## src/hw/exec_pkg.sv

```systemverilog
// Constants, bus carriers and state encodings for the instruction execute block
package exec_pkg;

    // Register byte offsets
    localparam logic [5:0] INSN_OFS = 6'h00;
    localparam logic [5:0] WORK_OFS = 6'h04;
    localparam logic [5:0] STATUS_OFS = 6'h08;
    localparam logic [5:0] INTCTL_OFS = 6'h0c;
    localparam logic [5:0] PC_OFS = 6'h10;
    localparam logic [5:0] STACK_OFS = 6'h14;
    localparam logic [5:0] FILE_ADDR_OFS = 6'h18;
    localparam logic [5:0] FILE_DATA_OFS = 6'h1c;
    localparam logic [5:0] WATCHDOG_OFS = 6'h20;
    localparam logic [5:0] WAKE_OFS = 6'h24;

    // Status register fields, INT_ENABLE_BIT sits in the interrupt control register
    localparam int CARRY_BIT = 0;
    localparam int DIGIT_CARRY_BIT = 1;
    localparam int ZERO_BIT = 2;
    localparam int POWER_DOWN_BIT = 3;
    localparam int TIME_OUT_BIT = 4;
    localparam int BUSY_BIT = 5;
    localparam int SLEEP_BIT = 6;
    localparam int INT_ENABLE_BIT = 7;

    // Reset values
    localparam logic [7:0] WORK_RESET = 8'h00;
    localparam logic [12:0] PC_RESET = 13'h0000;
    localparam logic POWER_DOWN_RESET = 1'b1;
    localparam logic TIME_OUT_RESET = 1'b1;

    // AXI responses
    localparam logic [1:0] RESP_OKAY = 2'h0;
    localparam logic [1:0] RESP_SLVERR = 2'h2;
    localparam logic [1:0] RESP_DECERR = 2'h3;

    // Byte oriented opcodes, bits 13:8
    localparam logic [5:0] INCREMENT_FILE_OP = 6'h0a;
    localparam logic [5:0] OR_WORK_WITH_FILE_OP = 6'h04;
    localparam logic [5:0] MOVE_FILE_OP = 6'h08;
    localparam logic [5:0] STORE_WORK_TO_FILE_OP = 6'h00;
    localparam logic [5:0] SUBTRACT_FROM_FILE_OP = 6'h02;
    localparam logic [5:0] NIBBLE_SWAP_OP = 6'h0e;
    localparam logic [5:0] XOR_WORK_WITH_FILE_OP = 6'h06;
    localparam logic [5:0] ROTATE_RIGHT_CARRY_OP = 6'h0c;
    // Literal opcodes, matched on their leading bits
    localparam logic [3:0] LOAD_LITERAL_OP = 4'hc;
    localparam logic [3:0] RETURN_WITH_LITERAL_OP = 4'hd;
    localparam logic [4:0] SUBTRACT_FROM_LITERAL_OP = 5'h1e;
    localparam logic [5:0] XOR_LITERAL_OP = 6'h3a;
    // Fixed encodings
    localparam logic [13:0] INTERRUPT_RETURN_OP = 14'h0009;
    localparam logic [13:0] SUBROUTINE_RETURN_OP = 14'h0008;
    localparam logic [13:0] SLEEP_OP = 14'h0063;

    localparam int FILE_DEPTH = 128;
    localparam int FILE_AW = 7;
    localparam int STACK_DEPTH = 8;

    typedef enum logic [4:0] {
        ST_IDLE = 5'h01,
        ST_FETCH = 5'h02,
        ST_EXEC = 5'h04,
        ST_SECOND = 5'h08,
        ST_ASLEEP = 5'h10
    } exec_state_t;

    typedef struct packed {
        logic awvalid;
        logic [5:0] awaddr;
        logic [2:0] awprot;
        logic wvalid;
        logic [31:0] wdata;
        logic [3:0] wstrb;
        logic bready;
        logic arvalid;
        logic [5:0] araddr;
        logic [2:0] arprot;
        logic rready;
    } axi_req_t;

    typedef struct packed {
        logic awready;
        logic wready;
        logic bvalid;
        logic [1:0] bresp;
        logic arready;
        logic rvalid;
        logic [31:0] rdata;
        logic [1:0] rresp;
    } axi_rsp_t;

endpackage

```

## src/hw/file_ram.sv

```systemverilog
// File register storage with registered read data
`timescale 1ns/10ps
module file_ram (
    // Clock and reset
    input wire logic clk_i,
    input wire logic rst_n_i,
    // Write port
    input wire logic we_i,
    input wire logic [exec_pkg::FILE_AW-1:0] waddr_i,
    input wire logic [7:0] wdata_i,
    // Read port
    input wire logic [exec_pkg::FILE_AW-1:0] raddr_i,
    output logic [7:0] rdata_o
);
    import exec_pkg::*;

    typedef struct packed {
        logic [FILE_DEPTH-1:0][7:0] cells;
        logic [7:0] rdata;
    } ram_state_t;

    ram_state_t st;
    ram_state_t next_st;

    always_comb begin
        next_st = st;
        next_st.rdata = st.cells[raddr_i];
        if (we_i) begin
            next_st.cells[waddr_i] = wdata_i;
        end
    end

    always_ff @(posedge clk_i) begin
        if (!rst_n_i) begin
            st <= '0;
        end else begin
            st <= next_st;
        end
    end

    assign rdata_o = st.rdata;
endmodule

```

## src/hw/insn_exec_core.sv

```systemverilog
// Instruction execute core with AXI4-Lite register access
//
// Chosen here: register access over AXI4-Lite and the placing of the registers.
`timescale 1ns/10ps
module insn_exec_core (
    // Clock and reset
    input wire logic CLK_I,
    input wire logic RST_N_I,
    // Register bus
    input wire exec_pkg::axi_req_t AXI_REQ_I,
    output exec_pkg::axi_rsp_t AXI_RSP_O,
    // Core status
    output logic SLEEP_O,
    output logic INT_ENABLE_O
);
    import exec_pkg::*;

    typedef struct packed {
        axi_rsp_t rsp;
        logic aw_held;
        logic [5:0] aw_addr;
        logic w_held;
        logic [31:0] wdata;
        logic [3:0] wstrb;
        logic [1:0] rd_wait;
        exec_state_t state;
        logic [13:0] insn;
        logic [7:0] work;
        logic carry;
        logic digit_carry;
        logic zero;
        logic power_down_flag_n;
        logic time_out_flag_n;
        logic global_interrupt_enable;
        logic sleeping;
        logic [12:0] pc;
        logic [STACK_DEPTH-1:0][12:0] stack;
        logic [2:0] sp;
        logic [FILE_AW-1:0] file_addr;
        logic [FILE_AW-1:0] mem_addr;
        logic mem_we;
        logic [FILE_AW-1:0] mem_waddr;
        logic [7:0] mem_wdata;
        logic [7:0] watchdog_counter;
        logic [7:0] watchdog_prescale;
    } core_state_t;

    core_state_t st;
    core_state_t next_st;
    logic [7:0] mem_rdata;
    logic [2:0] sp_dec;
    logic [12:0] stack_top;

    file_ram u_file_ram (
        .clk_i(CLK_I),
        .rst_n_i(RST_N_I),
        .we_i(st.mem_we),
        .waddr_i(st.mem_waddr),
        .wdata_i(st.mem_wdata),
        .raddr_i(st.mem_addr),
        .rdata_o(mem_rdata)
    );

    assign sp_dec = st.sp - 3'd1;
    assign stack_top = st.stack[sp_dec];

    function automatic logic [31:0] merge(input logic [31:0] old, input logic [31:0] nw,
                                          input logic [3:0] strb);
        logic [31:0] m;
        m = old;
        for (int i = 0; i < 4; i++) begin
            if (strb[i]) begin
                m[i*8 +: 8] = nw[i*8 +: 8];
            end
        end
        return m;
    endfunction

    always_comb begin
        logic [31:0] wv;
        logic [31:0] rv;
        logic [1:0] resp;
        logic idle;
        logic [7:0] f;
        logic [7:0] k;
        logic [7:0] res;
        logic to_file;
        logic to_work;
        logic upd_zero;
        logic pop;
        wv = '0;
        rv = '0;
        resp = RESP_OKAY;
        f = mem_rdata;
        k = st.insn[7:0];
        res = '0;
        to_file = 1'b0;
        to_work = 1'b0;
        upd_zero = 1'b0;
        pop = 1'b0;
        idle = (st.state == ST_IDLE);
        next_st = st;
        next_st.mem_we = 1'b0;

        // Watchdog keeps running in sleep, clocked by CLK_I like the rest of the core
        next_st.watchdog_prescale = st.watchdog_prescale + 8'h01;
        if (st.watchdog_prescale == 8'hff) begin
            next_st.watchdog_counter = st.watchdog_counter + 8'h01;
        end

        // Write address and data may arrive in either order
        if (AXI_REQ_I.awvalid && st.rsp.awready) begin
            next_st.aw_held = 1'b1;
            next_st.aw_addr = AXI_REQ_I.awaddr;
        end
        if (AXI_REQ_I.wvalid && st.rsp.wready) begin
            next_st.w_held = 1'b1;
            next_st.wdata = AXI_REQ_I.wdata;
            next_st.wstrb = AXI_REQ_I.wstrb;
        end
        if (st.rsp.bvalid && AXI_REQ_I.bready) begin
            next_st.rsp.bvalid = 1'b0;
        end

        if (st.aw_held && st.w_held && !st.rsp.bvalid) begin
            next_st.aw_held = 1'b0;
            next_st.w_held = 1'b0;
            next_st.rsp.bvalid = 1'b1;
            case (st.aw_addr)
                INSN_OFS: begin
                    // A file read in flight owns the memory address
                    if (idle && st.rd_wait == 2'd0) begin
                        wv = merge({18'h0, st.insn}, st.wdata, st.wstrb);
                        next_st.insn = wv[13:0];
                        next_st.mem_addr = wv[FILE_AW-1:0];
                        next_st.state = ST_FETCH;
                    end else begin
                        resp = RESP_SLVERR;
                    end
                end
                WORK_OFS: begin
                    wv = merge({24'h0, st.work}, st.wdata, st.wstrb);
                    if (idle) next_st.work = wv[7:0];
                    else resp = RESP_SLVERR;
                end
                STATUS_OFS: begin
                    wv = merge({29'h0, st.zero, st.digit_carry, st.carry}, st.wdata, st.wstrb);
                    if (idle) begin
                        next_st.carry = wv[CARRY_BIT];
                        next_st.digit_carry = wv[DIGIT_CARRY_BIT];
                        next_st.zero = wv[ZERO_BIT];
                    end else begin
                        resp = RESP_SLVERR;
                    end
                end
                INTCTL_OFS: begin
                    if (st.wstrb[0]) next_st.global_interrupt_enable = st.wdata[INT_ENABLE_BIT];
                end
                PC_OFS: begin
                    wv = merge({19'h0, st.pc}, st.wdata, st.wstrb);
                    if (idle) next_st.pc = wv[12:0];
                    else resp = RESP_SLVERR;
                end
                STACK_OFS: begin
                    // Push wraps like the hardware stack, oldest entry is lost
                    wv = merge({19'h0, stack_top}, st.wdata, st.wstrb);
                    if (idle) begin
                        next_st.stack[st.sp] = wv[12:0];
                        next_st.sp = st.sp + 3'd1;
                    end else begin
                        resp = RESP_SLVERR;
                    end
                end
                FILE_ADDR_OFS: begin
                    if (st.wstrb[0]) next_st.file_addr = st.wdata[FILE_AW-1:0];
                end
                FILE_DATA_OFS: begin
                    if (idle && st.wstrb[0]) begin
                        next_st.mem_we = 1'b1;
                        next_st.mem_waddr = st.file_addr;
                        next_st.mem_wdata = st.wdata[7:0];
                    end else if (!idle) begin
                        resp = RESP_SLVERR;
                    end
                end
                WAKE_OFS: begin
                    if (st.state == ST_ASLEEP) begin
                        next_st.state = ST_IDLE;
                        next_st.sleeping = 1'b0;
                    end
                end
                default: resp = RESP_DECERR;
            endcase
            next_st.rsp.bresp = resp;
        end

        // Read channel
        if (st.rsp.rvalid && AXI_REQ_I.rready) begin
            next_st.rsp.rvalid = 1'b0;
        end
        if (st.rd_wait == 2'd2) begin
            next_st.rd_wait = 2'd1;
        end else if (st.rd_wait == 2'd1) begin
            next_st.rd_wait = 2'd0;
            next_st.rsp.rvalid = 1'b1;
            next_st.rsp.rdata = {24'h0, mem_rdata};
            next_st.rsp.rresp = RESP_OKAY;
        end
        if (AXI_REQ_I.arvalid && st.rsp.arready) begin
            resp = RESP_OKAY;
            case (AXI_REQ_I.araddr)
                INSN_OFS: rv = {18'h0, st.insn};
                WORK_OFS: rv = {24'h0, st.work};
                STATUS_OFS: begin
                    rv[CARRY_BIT] = st.carry;
                    rv[DIGIT_CARRY_BIT] = st.digit_carry;
                    rv[ZERO_BIT] = st.zero;
                    rv[POWER_DOWN_BIT] = st.power_down_flag_n;
                    rv[TIME_OUT_BIT] = st.time_out_flag_n;
                    rv[BUSY_BIT] = !idle;
                    rv[SLEEP_BIT] = st.sleeping;
                end
                INTCTL_OFS: rv[INT_ENABLE_BIT] = st.global_interrupt_enable;
                PC_OFS: rv = {19'h0, st.pc};
                STACK_OFS: rv = {13'h0, st.sp, 3'h0, stack_top};
                FILE_ADDR_OFS: rv = {25'h0, st.file_addr};
                FILE_DATA_OFS: begin
                    // Memory port belongs to the engine while it runs
                    if (idle && next_st.state == ST_IDLE) begin
                        next_st.mem_addr = st.file_addr;
                        next_st.rd_wait = 2'd2;
                    end else begin
                        resp = RESP_SLVERR;
                    end
                end
                WATCHDOG_OFS: rv = {16'h0, st.watchdog_prescale, st.watchdog_counter};
                WAKE_OFS: rv = '0;
                default: resp = RESP_DECERR;
            endcase
            if (next_st.rd_wait != 2'd2) begin
                next_st.rsp.rvalid = 1'b1;
                next_st.rsp.rdata = rv;
                next_st.rsp.rresp = resp;
            end
        end

        // Execution engine
        case (st.state)
            ST_IDLE: begin
            end
            ST_FETCH: begin
                next_st.state = ST_EXEC;
            end
            ST_EXEC: begin
                next_st.state = ST_IDLE;
                next_st.pc = st.pc + 13'h0001;
                if (st.insn[13:12] == 2'b00) begin
                    case (st.insn[13:8])
                        INCREMENT_FILE_OP: begin
                            res = f + 8'h01;
                            upd_zero = 1'b1;
                        end
                        OR_WORK_WITH_FILE_OP: begin
                            res = st.work | f;
                            upd_zero = 1'b1;
                        end
                        MOVE_FILE_OP: begin
                            res = f;
                            upd_zero = 1'b1;
                        end
                        SUBTRACT_FROM_FILE_OP: begin
                            res = f - st.work;
                            upd_zero = 1'b1;
                            next_st.carry = (st.work <= f);
                            next_st.digit_carry = (st.work[3:0] <= f[3:0]);
                        end
                        NIBBLE_SWAP_OP: res = {f[3:0], f[7:4]};
                        XOR_WORK_WITH_FILE_OP: begin
                            res = st.work ^ f;
                            upd_zero = 1'b1;
                        end
                        ROTATE_RIGHT_CARRY_OP: begin
                            res = {st.carry, f[7:1]};
                            next_st.carry = f[0];
                        end
                        default: ;
                    endcase
                    // Byte ops choose destination from bit 7
                    to_file = st.insn[7];
                    to_work = !st.insn[7];
                    if (st.insn[13:8] == STORE_WORK_TO_FILE_OP) begin
                        to_work = 1'b0;
                        to_file = st.insn[7];
                        res = st.work;
                        if (st.insn == INTERRUPT_RETURN_OP) begin
                            pop = 1'b1;
                            next_st.global_interrupt_enable = 1'b1;
                        end else if (st.insn == SUBROUTINE_RETURN_OP) begin
                            pop = 1'b1;
                        end else if (st.insn == SLEEP_OP) begin
                            next_st.watchdog_counter = 8'h00;
                            next_st.watchdog_prescale = 8'h00;
                            next_st.time_out_flag_n = 1'b1;
                            next_st.power_down_flag_n = 1'b0;
                            next_st.sleeping = 1'b1;
                            next_st.state = ST_ASLEEP;
                        end
                    end
                end else if (st.insn[13:12] == 2'b11) begin
                    to_work = 1'b1;
                    if (st.insn[13:10] == LOAD_LITERAL_OP) begin
                        res = k;
                    end else if (st.insn[13:10] == RETURN_WITH_LITERAL_OP) begin
                        res = k;
                        pop = 1'b1;
                    end else if (st.insn[13:9] == SUBTRACT_FROM_LITERAL_OP) begin
                        res = k - st.work;
                        upd_zero = 1'b1;
                        next_st.carry = (st.work <= k);
                        next_st.digit_carry = (st.work[3:0] <= k[3:0]);
                    end else if (st.insn[13:8] == XOR_LITERAL_OP) begin
                        res = st.work ^ k;
                        upd_zero = 1'b1;
                    end else begin
                        to_work = 1'b0;
                    end
                end
                if (to_work) begin
                    next_st.work = res;
                end
                if (to_file) begin
                    next_st.mem_we = 1'b1;
                    next_st.mem_waddr = st.insn[FILE_AW-1:0];
                    next_st.mem_wdata = res;
                end
                if (upd_zero) begin
                    next_st.zero = (res == 8'h00);
                end
                if (pop) begin
                    // Program counter changes, so a dead second cycle follows
                    next_st.pc = stack_top;
                    next_st.sp = sp_dec;
                    next_st.state = ST_SECOND;
                end
            end
            ST_SECOND: begin
                next_st.state = ST_IDLE;
            end
            ST_ASLEEP: begin
            end
            default: next_st.state = ST_IDLE;
        endcase

        next_st.rsp.awready = !next_st.aw_held;
        next_st.rsp.wready = !next_st.w_held;
        next_st.rsp.arready = !next_st.rsp.rvalid && next_st.rd_wait == 2'd0;
    end

    always_ff @(posedge CLK_I) begin
        if (!RST_N_I) begin
            st <= '0;
            st.state <= ST_IDLE;
            st.work <= WORK_RESET;
            st.pc <= PC_RESET;
            st.power_down_flag_n <= POWER_DOWN_RESET;
            st.time_out_flag_n <= TIME_OUT_RESET;
        end else begin
            st <= next_st;
        end
    end

    assign AXI_RSP_O = st.rsp;
    assign SLEEP_O = st.sleeping;
    assign INT_ENABLE_O = st.global_interrupt_enable;
endmodule

```

## config.mk

```make
export PLATFORM = sky130hd
export DESIGN_NAME = insn_exec_core
export DESIGN_NICKNAME = d
export VERILOG_FILES = /design/src/hw/exec_pkg.sv /design/src/hw/file_ram.sv /design/src/hw/insn_exec_core.sv
export SDC_FILE = /design/constraint.sdc
export NUM_CORES = 2
export LEC_CHECK = 0
export ABC_CLOCK_PERIOD_IN_PS = 3580
export BUFFER_PORTS_ARGS = -buffer_cell sky130_fd_sc_hd__buf_2
export CORE_MARGIN = 4
export CORE_UTILIZATION = 49
export DETAILED_ROUTE_END_ITERATION = 8
export REMOVE_ABC_BUFFERS = 1
export SETUP_SLACK_MARGIN = 0.02
export SLEW_MARGIN = 20
export SYNTH_ARGS = -nofsm -noshare
export SYNTH_HDL_FRONTEND = slang
export SYNTH_SLANG_ARGS = --single-unit
export TNS_END_PERCENT = 30
```

## constraint.sdc

```tcl
create_clock -name CLK_I -period 3.58 [get_ports CLK_I]
set_input_delay 0.716 -clock CLK_I [delete_from_list [all_inputs] [get_ports CLK_I]]
set_output_delay 0.716 -clock CLK_I [all_outputs]
set_load 0.01 [all_outputs]
```

* Word level (Yosys, flattened, before mapping)
Cells that the tools add are included.
** Word-level totals
- Input bits :: 61
- ROM bits :: 0
- Logic and storage cells :: 426
- RAM bits :: 0
- Register bits after elaboration :: 1318
- Output and inout bits :: 43
- Bits in latches :: 0
- Memories kept :: 0
** Cells by class
- Div/mod/pow operators :: 0
- Reductions and logical operators :: 45
- Equal/unequal tests :: 41
- Bitwise operators :: 5
- $lt $le $gt $ge :: 10
- Shifts and indexed selects :: 0
- Add/sub/neg operators :: 8
- Mux-type cells :: 145
- Multiply operators :: 0
** Operator list (count)
- bitwise mux 1024 bit :: 1
- 2-to-1 mux 107 bit :: 2
- 2-to-1 mux 8 bit :: 20
- 2-to-1 mux 152 bit :: 1
- 2-to-1 mux 35 bit :: 4
- 2-to-1 mux 16 bit :: 8
- bitwise mux 104 bit :: 1
- 2-to-1 mux 13 bit :: 5
- binary-select mux 8 bit (select 7 bit) :: 1
- demux 8 bit (select 7 bit) :: 1
- 2-to-1 mux 7 bit :: 8
- case mux 8 bit (7 select lines) :: 1
- 2-to-1 mux 5 bit :: 11
- case mux 7 bit (7 select lines) :: 1
- equality test 6 x 4 -> 1 bit, second input constant :: 8
- equality test 6 x 5 -> 1 bit, second input constant :: 8
- case mux 11 bit (4 select lines) :: 1
- binary-select mux 13 bit (select 3 bit) :: 1
- demux 13 bit (select 3 bit) :: 1
- 2-to-1 mux 1 bit :: 38
- 2-to-1 mux 37 bit :: 1
- 2-to-1 mux 2 bit :: 18
- 2-to-1 mux 32 bit :: 1
- 2-to-1 mux 30 bit :: 1
- 54 further kinds :: 111

* Depth between registers and ports, before layout
- Depth after elaboration :: 16
- Depth in mapped cells :: 12
- Mapped depth without buffers :: 11

* Hierarchy
Synthesis repeated with hierarchy kept, for this count alone.
** Unflattened totals
- Cell total of the unflattened synthesis :: 6920
- Area total of the unflattened synthesis :: 60295.3 µm²
** Modules (own cells, without submodules)
- file_ram :: cells an instance 5277, times used 1, area an instance 45822.7 µm²
- insn_exec_core :: cells an instance 1643, times used 1, area an instance 14472.6 µm²

* Worst setup path after synthesis
No wires, ideal clock.
- Kind :: flip-flop to flip-flop
- From :: reg st[46] (netlist bit)
- To :: reg st[59] (netlist bit)
- Cell stages (with the launch flop) :: 12
- Setup slack :: 0.597 ns
- Data arrival time :: 2.851 ns
- Clock period less this slack :: 2.983 ns
- Path through :: dfxtp_1 > buf_2 > buf_2 > inv_1 > ha_1 > clkbuf_1 > clkbuf_1 > mux4_2 > mux2_2 > mux2_2 > nand2_1 > a21oi_1
** Between the ends
- Longest elaborated chain between the ends :: 7
** RTL lines
- from (decl) :: RTL line insn_exec_core.sv:48 : core_state_t st;
- from (signal assigned) :: RTL line insn_exec_core.sv:368 : st <= next_st;
- subtractor 3 x 1 -> 3 bit :: RTL line insn_exec_core.sv:64 : assign sp_dec = st.sp - 3'd1;
- binary-select mux 13 bit (select 3 bit) :: RTL line insn_exec_core.sv:65 : assign stack_top = st.stack[sp_dec];
- 2-to-1 mux 13 bit (not written as such) :: RTL line insn_exec_core.sv:65
- 2-to-1 mux 5 bit :: RTL line insn_exec_core.sv:72 : if (strb[i]) begin
- 2-to-1 mux 5 bit :: RTL line insn_exec_core.sv:129 : case (st.aw_addr)
- 2-to-1 mux 5 bit :: RTL line insn_exec_core.sv:125 : if (st.aw_held && st.w_held && !st.rsp.bvalid) begin
- bitwise mux 104 bit (*) :: RTL line insn_exec_core.sv:168 : next_st.stack[st.sp] = wv[12:0];
Mark *: on every way between the ends. The rest lies on a longest branch, timed or not. The select of a mux whose other input is x is not followed.
A chain may end at the register's enable or synchronous reset.

* Worst setup path in the final report
- From :: reg st[32] (netlist bit)
- To :: reg u_file_ram.st (netlist bit u_file_ram.rdata_o[3])
** Between the ends
- Longest elaborated chain between the ends :: 2
** RTL lines
- binary-select mux 8 bit (select 7 bit) :: RTL line file_ram.sv:27 : next_st.rdata = st.cells[raddr_i];
- 2-to-1 mux 8 bit (not written as such) :: RTL line file_ram.sv:27
- to (signal assigned) :: RTL line file_ram.sv:37 : st <= next_st;
- to (decl) :: RTL line file_ram.sv:22 : ram_state_t st;
No other way between the ends. The select of a mux whose other input is x is not followed.

==> metrics.md <==
| Metric | Value |
|---|---|
| Outcome | `finished, final reports clean` |
| Met1 usage | `39.3%` |
| Worst reg2reg setup slack | `0.49 ns` |
| Clk_lat worst skew | `0.79 ns` |
| Worst flop-to-flop path endpoint | `u_file_ram.rdata_o[3]$_SDFF_PN0_` |
| Max Buffers Root-to-Sink | `3` |
| Die H | `355 um` |
| Worst Setup Path Type | `flip-flop to flip-flop` |
| Critical Path End Type | `flip-flop` |
| Hold buffer count at cts | `0` |
| Crit path to | `u_file_ram.rdata_o[3]$_SDFF_PN0_` |
| Vias | `50500` |
| Grt total ovfl | `0` |
| Post-synth top flop | `dfxtp_1` |
| Post-Synthesis Cells | `6753` |
| Hold crit path type | `input pin to flip-flop` |
| Final Cycle Share | `86.4%` |
| Yosys cell types | `77` |
| R2R depth | `6` |
| Area Overhead vs Synth | `11.7%` |
| Fin worst setup slack | `0.488 ns` |
| Largest net degree at the start of global routing | `114` |
| Die area | `126000 um2` |
| DR WL/cell | `22.8 um` |
| Max Clk Rate | `323 MHz` |
| Hold Fails Final Rpt | `0` |
| Placed Area | `61400 um2` |
| Fin Hold WS | `0.187 ns` |
| Drt drc | `0` |
| R2r startpoint | `st[32]$_SDFF_PN0_` |
| Post-route cell area | `66100 um2` |
| CP Cell Sequence | `buf_4, mux4_2, mux4_2, a22o_1, a221oi_1, o22ai_1` |
| EDFF count, synth | `0` |
| Met2 Resource Use GR | `47.2%` |
| CTS tree | `built` |
| Root Buffer | `clkbuf_16` |
| Most frequent CP cell | `mux4_2` |
| Gpl congestion | `0.935` |
| Synth Register Bits | `1298` |
| I/O Buffers | `77` |
| VDD IR-drop max | `0.524 mV` |
| Setup Buffers After CTS | `0` |
| Number of global-route vias before repair | `47900` |
| Clock Sinks | `1298` |
| Initial antenna violation count | `1` |
| Number of diodes | `0` |
| Syn Std Cell Area | `59200 um2` |
| Ys Warns | `0` |
| # setup viols final | `0` |
| Max-cap violations | `0` |
| Final min period | `3.09 ns` |
| Post-synthesis sequential area ratio | `43.9%` |
| DP Worst Slack | `0.535 ns` |
| Pre-antenna DRT Iters | `6` |
| Starting Density | `49.3%` |
| DRT iter0 DRCs | `5440` |
| FFs w/ async S/R, synth | `0%` |
| LEAKAGE | `21.0 nW` |
| Syn avg cell area | `8.76 um2` |
| Final Power | `0.0300 W` |
| Die Wd | `355 um` |
| CTS buffer count | `141` |
| Slowest stage delay, CP | `0.61 ns` |
| CTS H-tree depth | `4` |
| GR peak layer | `met2` |
| Core outline area | `120000 um2` |
| Io pins | `104` |
| Final core utilization | `55.1%` |
| Clk_skew | `0.0307 ns` |
| Cts repair resizes | `0` |
| DP HPWL | `119 mm` |
| RSZ-0062 raised after global routing | `no` |
| Met3 Use GR | `4.11%` |
| Detailed Route WL | `189 mm` |
| CP startpoint kind | `flip-flop` |
| Nets | `6666` |
| CP arrival | `3.73 ns` |
| Vias/cell | `6.10` |
| Pin slew with the least headroom to its limit | `1.09 ns` |
| Clock Pin Slew Worst Setup and Hold Paths | `0.06 ns` |
| First-pass GRT wire length | `290 mm` |
| Slowest cell on crit path | `mux4_2` |
| Max FO, Critical Path | `29` |
| Worst Setup SP | `st[32]$_SDFF_PN0_` |
| Detail Route Antenna Nets | `0` |
| Total track usage | `29.1%` |
| Rows | `127` |
| Power Density | `455 nW/um2` |
| Critical Path RT | `4.21 ns` |
| Layout cell share with drive strength beyond 1 | `14.4%` |
| Max_slew headroom | `27.3%` |
| Slew Viols, Final | `0` |
routing by layer:
metal	vias to the layer above	part of all wire (%)
met5	-	0
met4	0	4.0
met3	372	7.0
met2	1979	47
met1	24700	42
li1	23400	-
cell families (layout without fill, tap and decap cells):
| family | after synthesis | after routing | synth area share (%) |
|---|---|---|---|
| AOI/OAI and AO/OA | 1535 | 1535 | 14.1 |
| xor gates and xnor gates | 32 | 32 | 0.474 |
| adders and majority gates | 41 | 41 | 0.893 |
| buffers and inverters | 686 | 598 | 4.93 |
| DFF | 1298 | 1298 | 43.9 |
| muxes | 570 | 570 | 17.0 |
| and+or+nand+nor | 2591 | 2591 | 18.7 |
cell usage in the layout, fill, tap and decap left out, types with 24 or more instances in the layout:
cell and instances:
a211oi_1 34, o211ai_1 24, mux2i_1 204, mux4_2 347, nand3_1 594, dfxtp_1 1285, a221oi_1 30, buf_12 48
buf_4 192, clkbuf_1 30, nor3_1 26, nand2_1 1446, nor2_1 337, clkbuf_16 143, o21ai_0 249, and3_1 25
a22o_1 24, ha_1 39, a21oi_1 1072, clkbuf_8 31, buf_2 77, inv_1 36
area by class of cell:
| cell class | count | area [um2] |
|---|---|---|
| inverter | 37 | 146 |
| clock inverter | 40 | 566 |
| timing repair buffer | 317 | 2790 |
| clock buffer | 204 | 4120 |
| tap | 1612 | 2020 |
| sequential | 1298 | 26000 |
| multi-input combinational | 4769 | 30400 |
| fill | 10900 | 53900 |
cells in the mapped netlist (7+ instances only):
cell type | count | area, um2
nand2b_1 | 20 | 125
o21ai_0 | 250 | 1250
dfxtp_1 | 1298 | 26000
nand3_1 | 597 | 2990
mux2i_1 | 204 | 2040
clkbuf_1 | 491 | 1840
o31ai_1 | 7 | 52.6
xor2_1 | 12 | 105
nand2_1 | 1447 | 5430
a22oi_1 | 21 | 158
buf_2 | 51 | 255
mux4_2 | 347 | 7820
o22ai_1 | 13 | 81.3
and3_1 | 25 | 156
a221oi_1 | 30 | 263
xnor2_1 | 20 | 175
nor2b_1 | 24 | 150
nor2_1 | 346 | 1300
o211ai_1 | 24 | 180
ha_1 | 39 | 488
buf_4 | 54 | 405
and2_1 | 22 | 138
nand4_1 | 17 | 106
inv_1 | 36 | 135
buf_1 | 43 | 161
a21oi_1 | 1072 | 5370
a22o_1 | 24 | 210
buf_6 | 10 | 113
nor4_1 | 12 | 75.1
nor3_1 | 34 | 170
a211oi_1 | 34 | 255
mux2_2 | 19 | 214
through the flow:
step           setup TNS, ns  instances
3_5_place_dp               0       8033
5_1_grt                    0       8277
3_3_place_gp               0       8033
6_report                   0       8277
2_1_floorplan       -8613.69       6104
4_1_cts                    0       8277
power breakdown:
group | internal (W) | switching, W
Combinational | 0.000206 | 0.000481
Sequential | 0.0145 | 0.0000586
Clock | 0.00873 | 0.00610
Total | 0.0234 | 0.00664
critical path: cells and delay by family (launching register included):
kind	cells	cell delay, ns
AOI/OAI and AO/OA	3	0.67
muxes	2	1.14
buffers and inverters	1	0.56
DFF	1	0.55
worst min path at each step:
| stage | from | end | slack, ns | depth (start not counted) |
|---|---|---|---|---|
| 3_5_place_dp | AXI_RSP_O[23]$_SDFF_PN0_ | AXI_RSP_O[23]$_SDFF_PN0_ | 0.44 | 1 |
| 5_1_grt | AXI_REQ_I[13] | st[203]$_SDFFE_PN0P_ | 0.18 | 3 |
| 4_1_cts | AXI_REQ_I[12] | st[202]$_SDFFE_PN0P_ | 0.15 | 3 |
| 6_report | AXI_REQ_I[12] | st[202]$_SDFFE_PN0P_ | 0.19 | 3 |
| 3_3_place_gp | st[107]$_SDFFE_PN0P_ | st[107]$_SDFFE_PN0P_ | 0.44 | 2 |
| 2_1_floorplan | st[169]$_SDFFE_PN1P_ | st[169]$_SDFFE_PN1P_ | 0.42 | 2 |
state kept, by name (all words and copies together), names as in the netlist:
name,flops
st,223
u_file_ram.st,1024
u_file_ram.rdata_o,8
INT_ENABLE_O,1
SLEEP_O,1
AXI_RSP_O,41
Power figures use the tool's default switching activity.
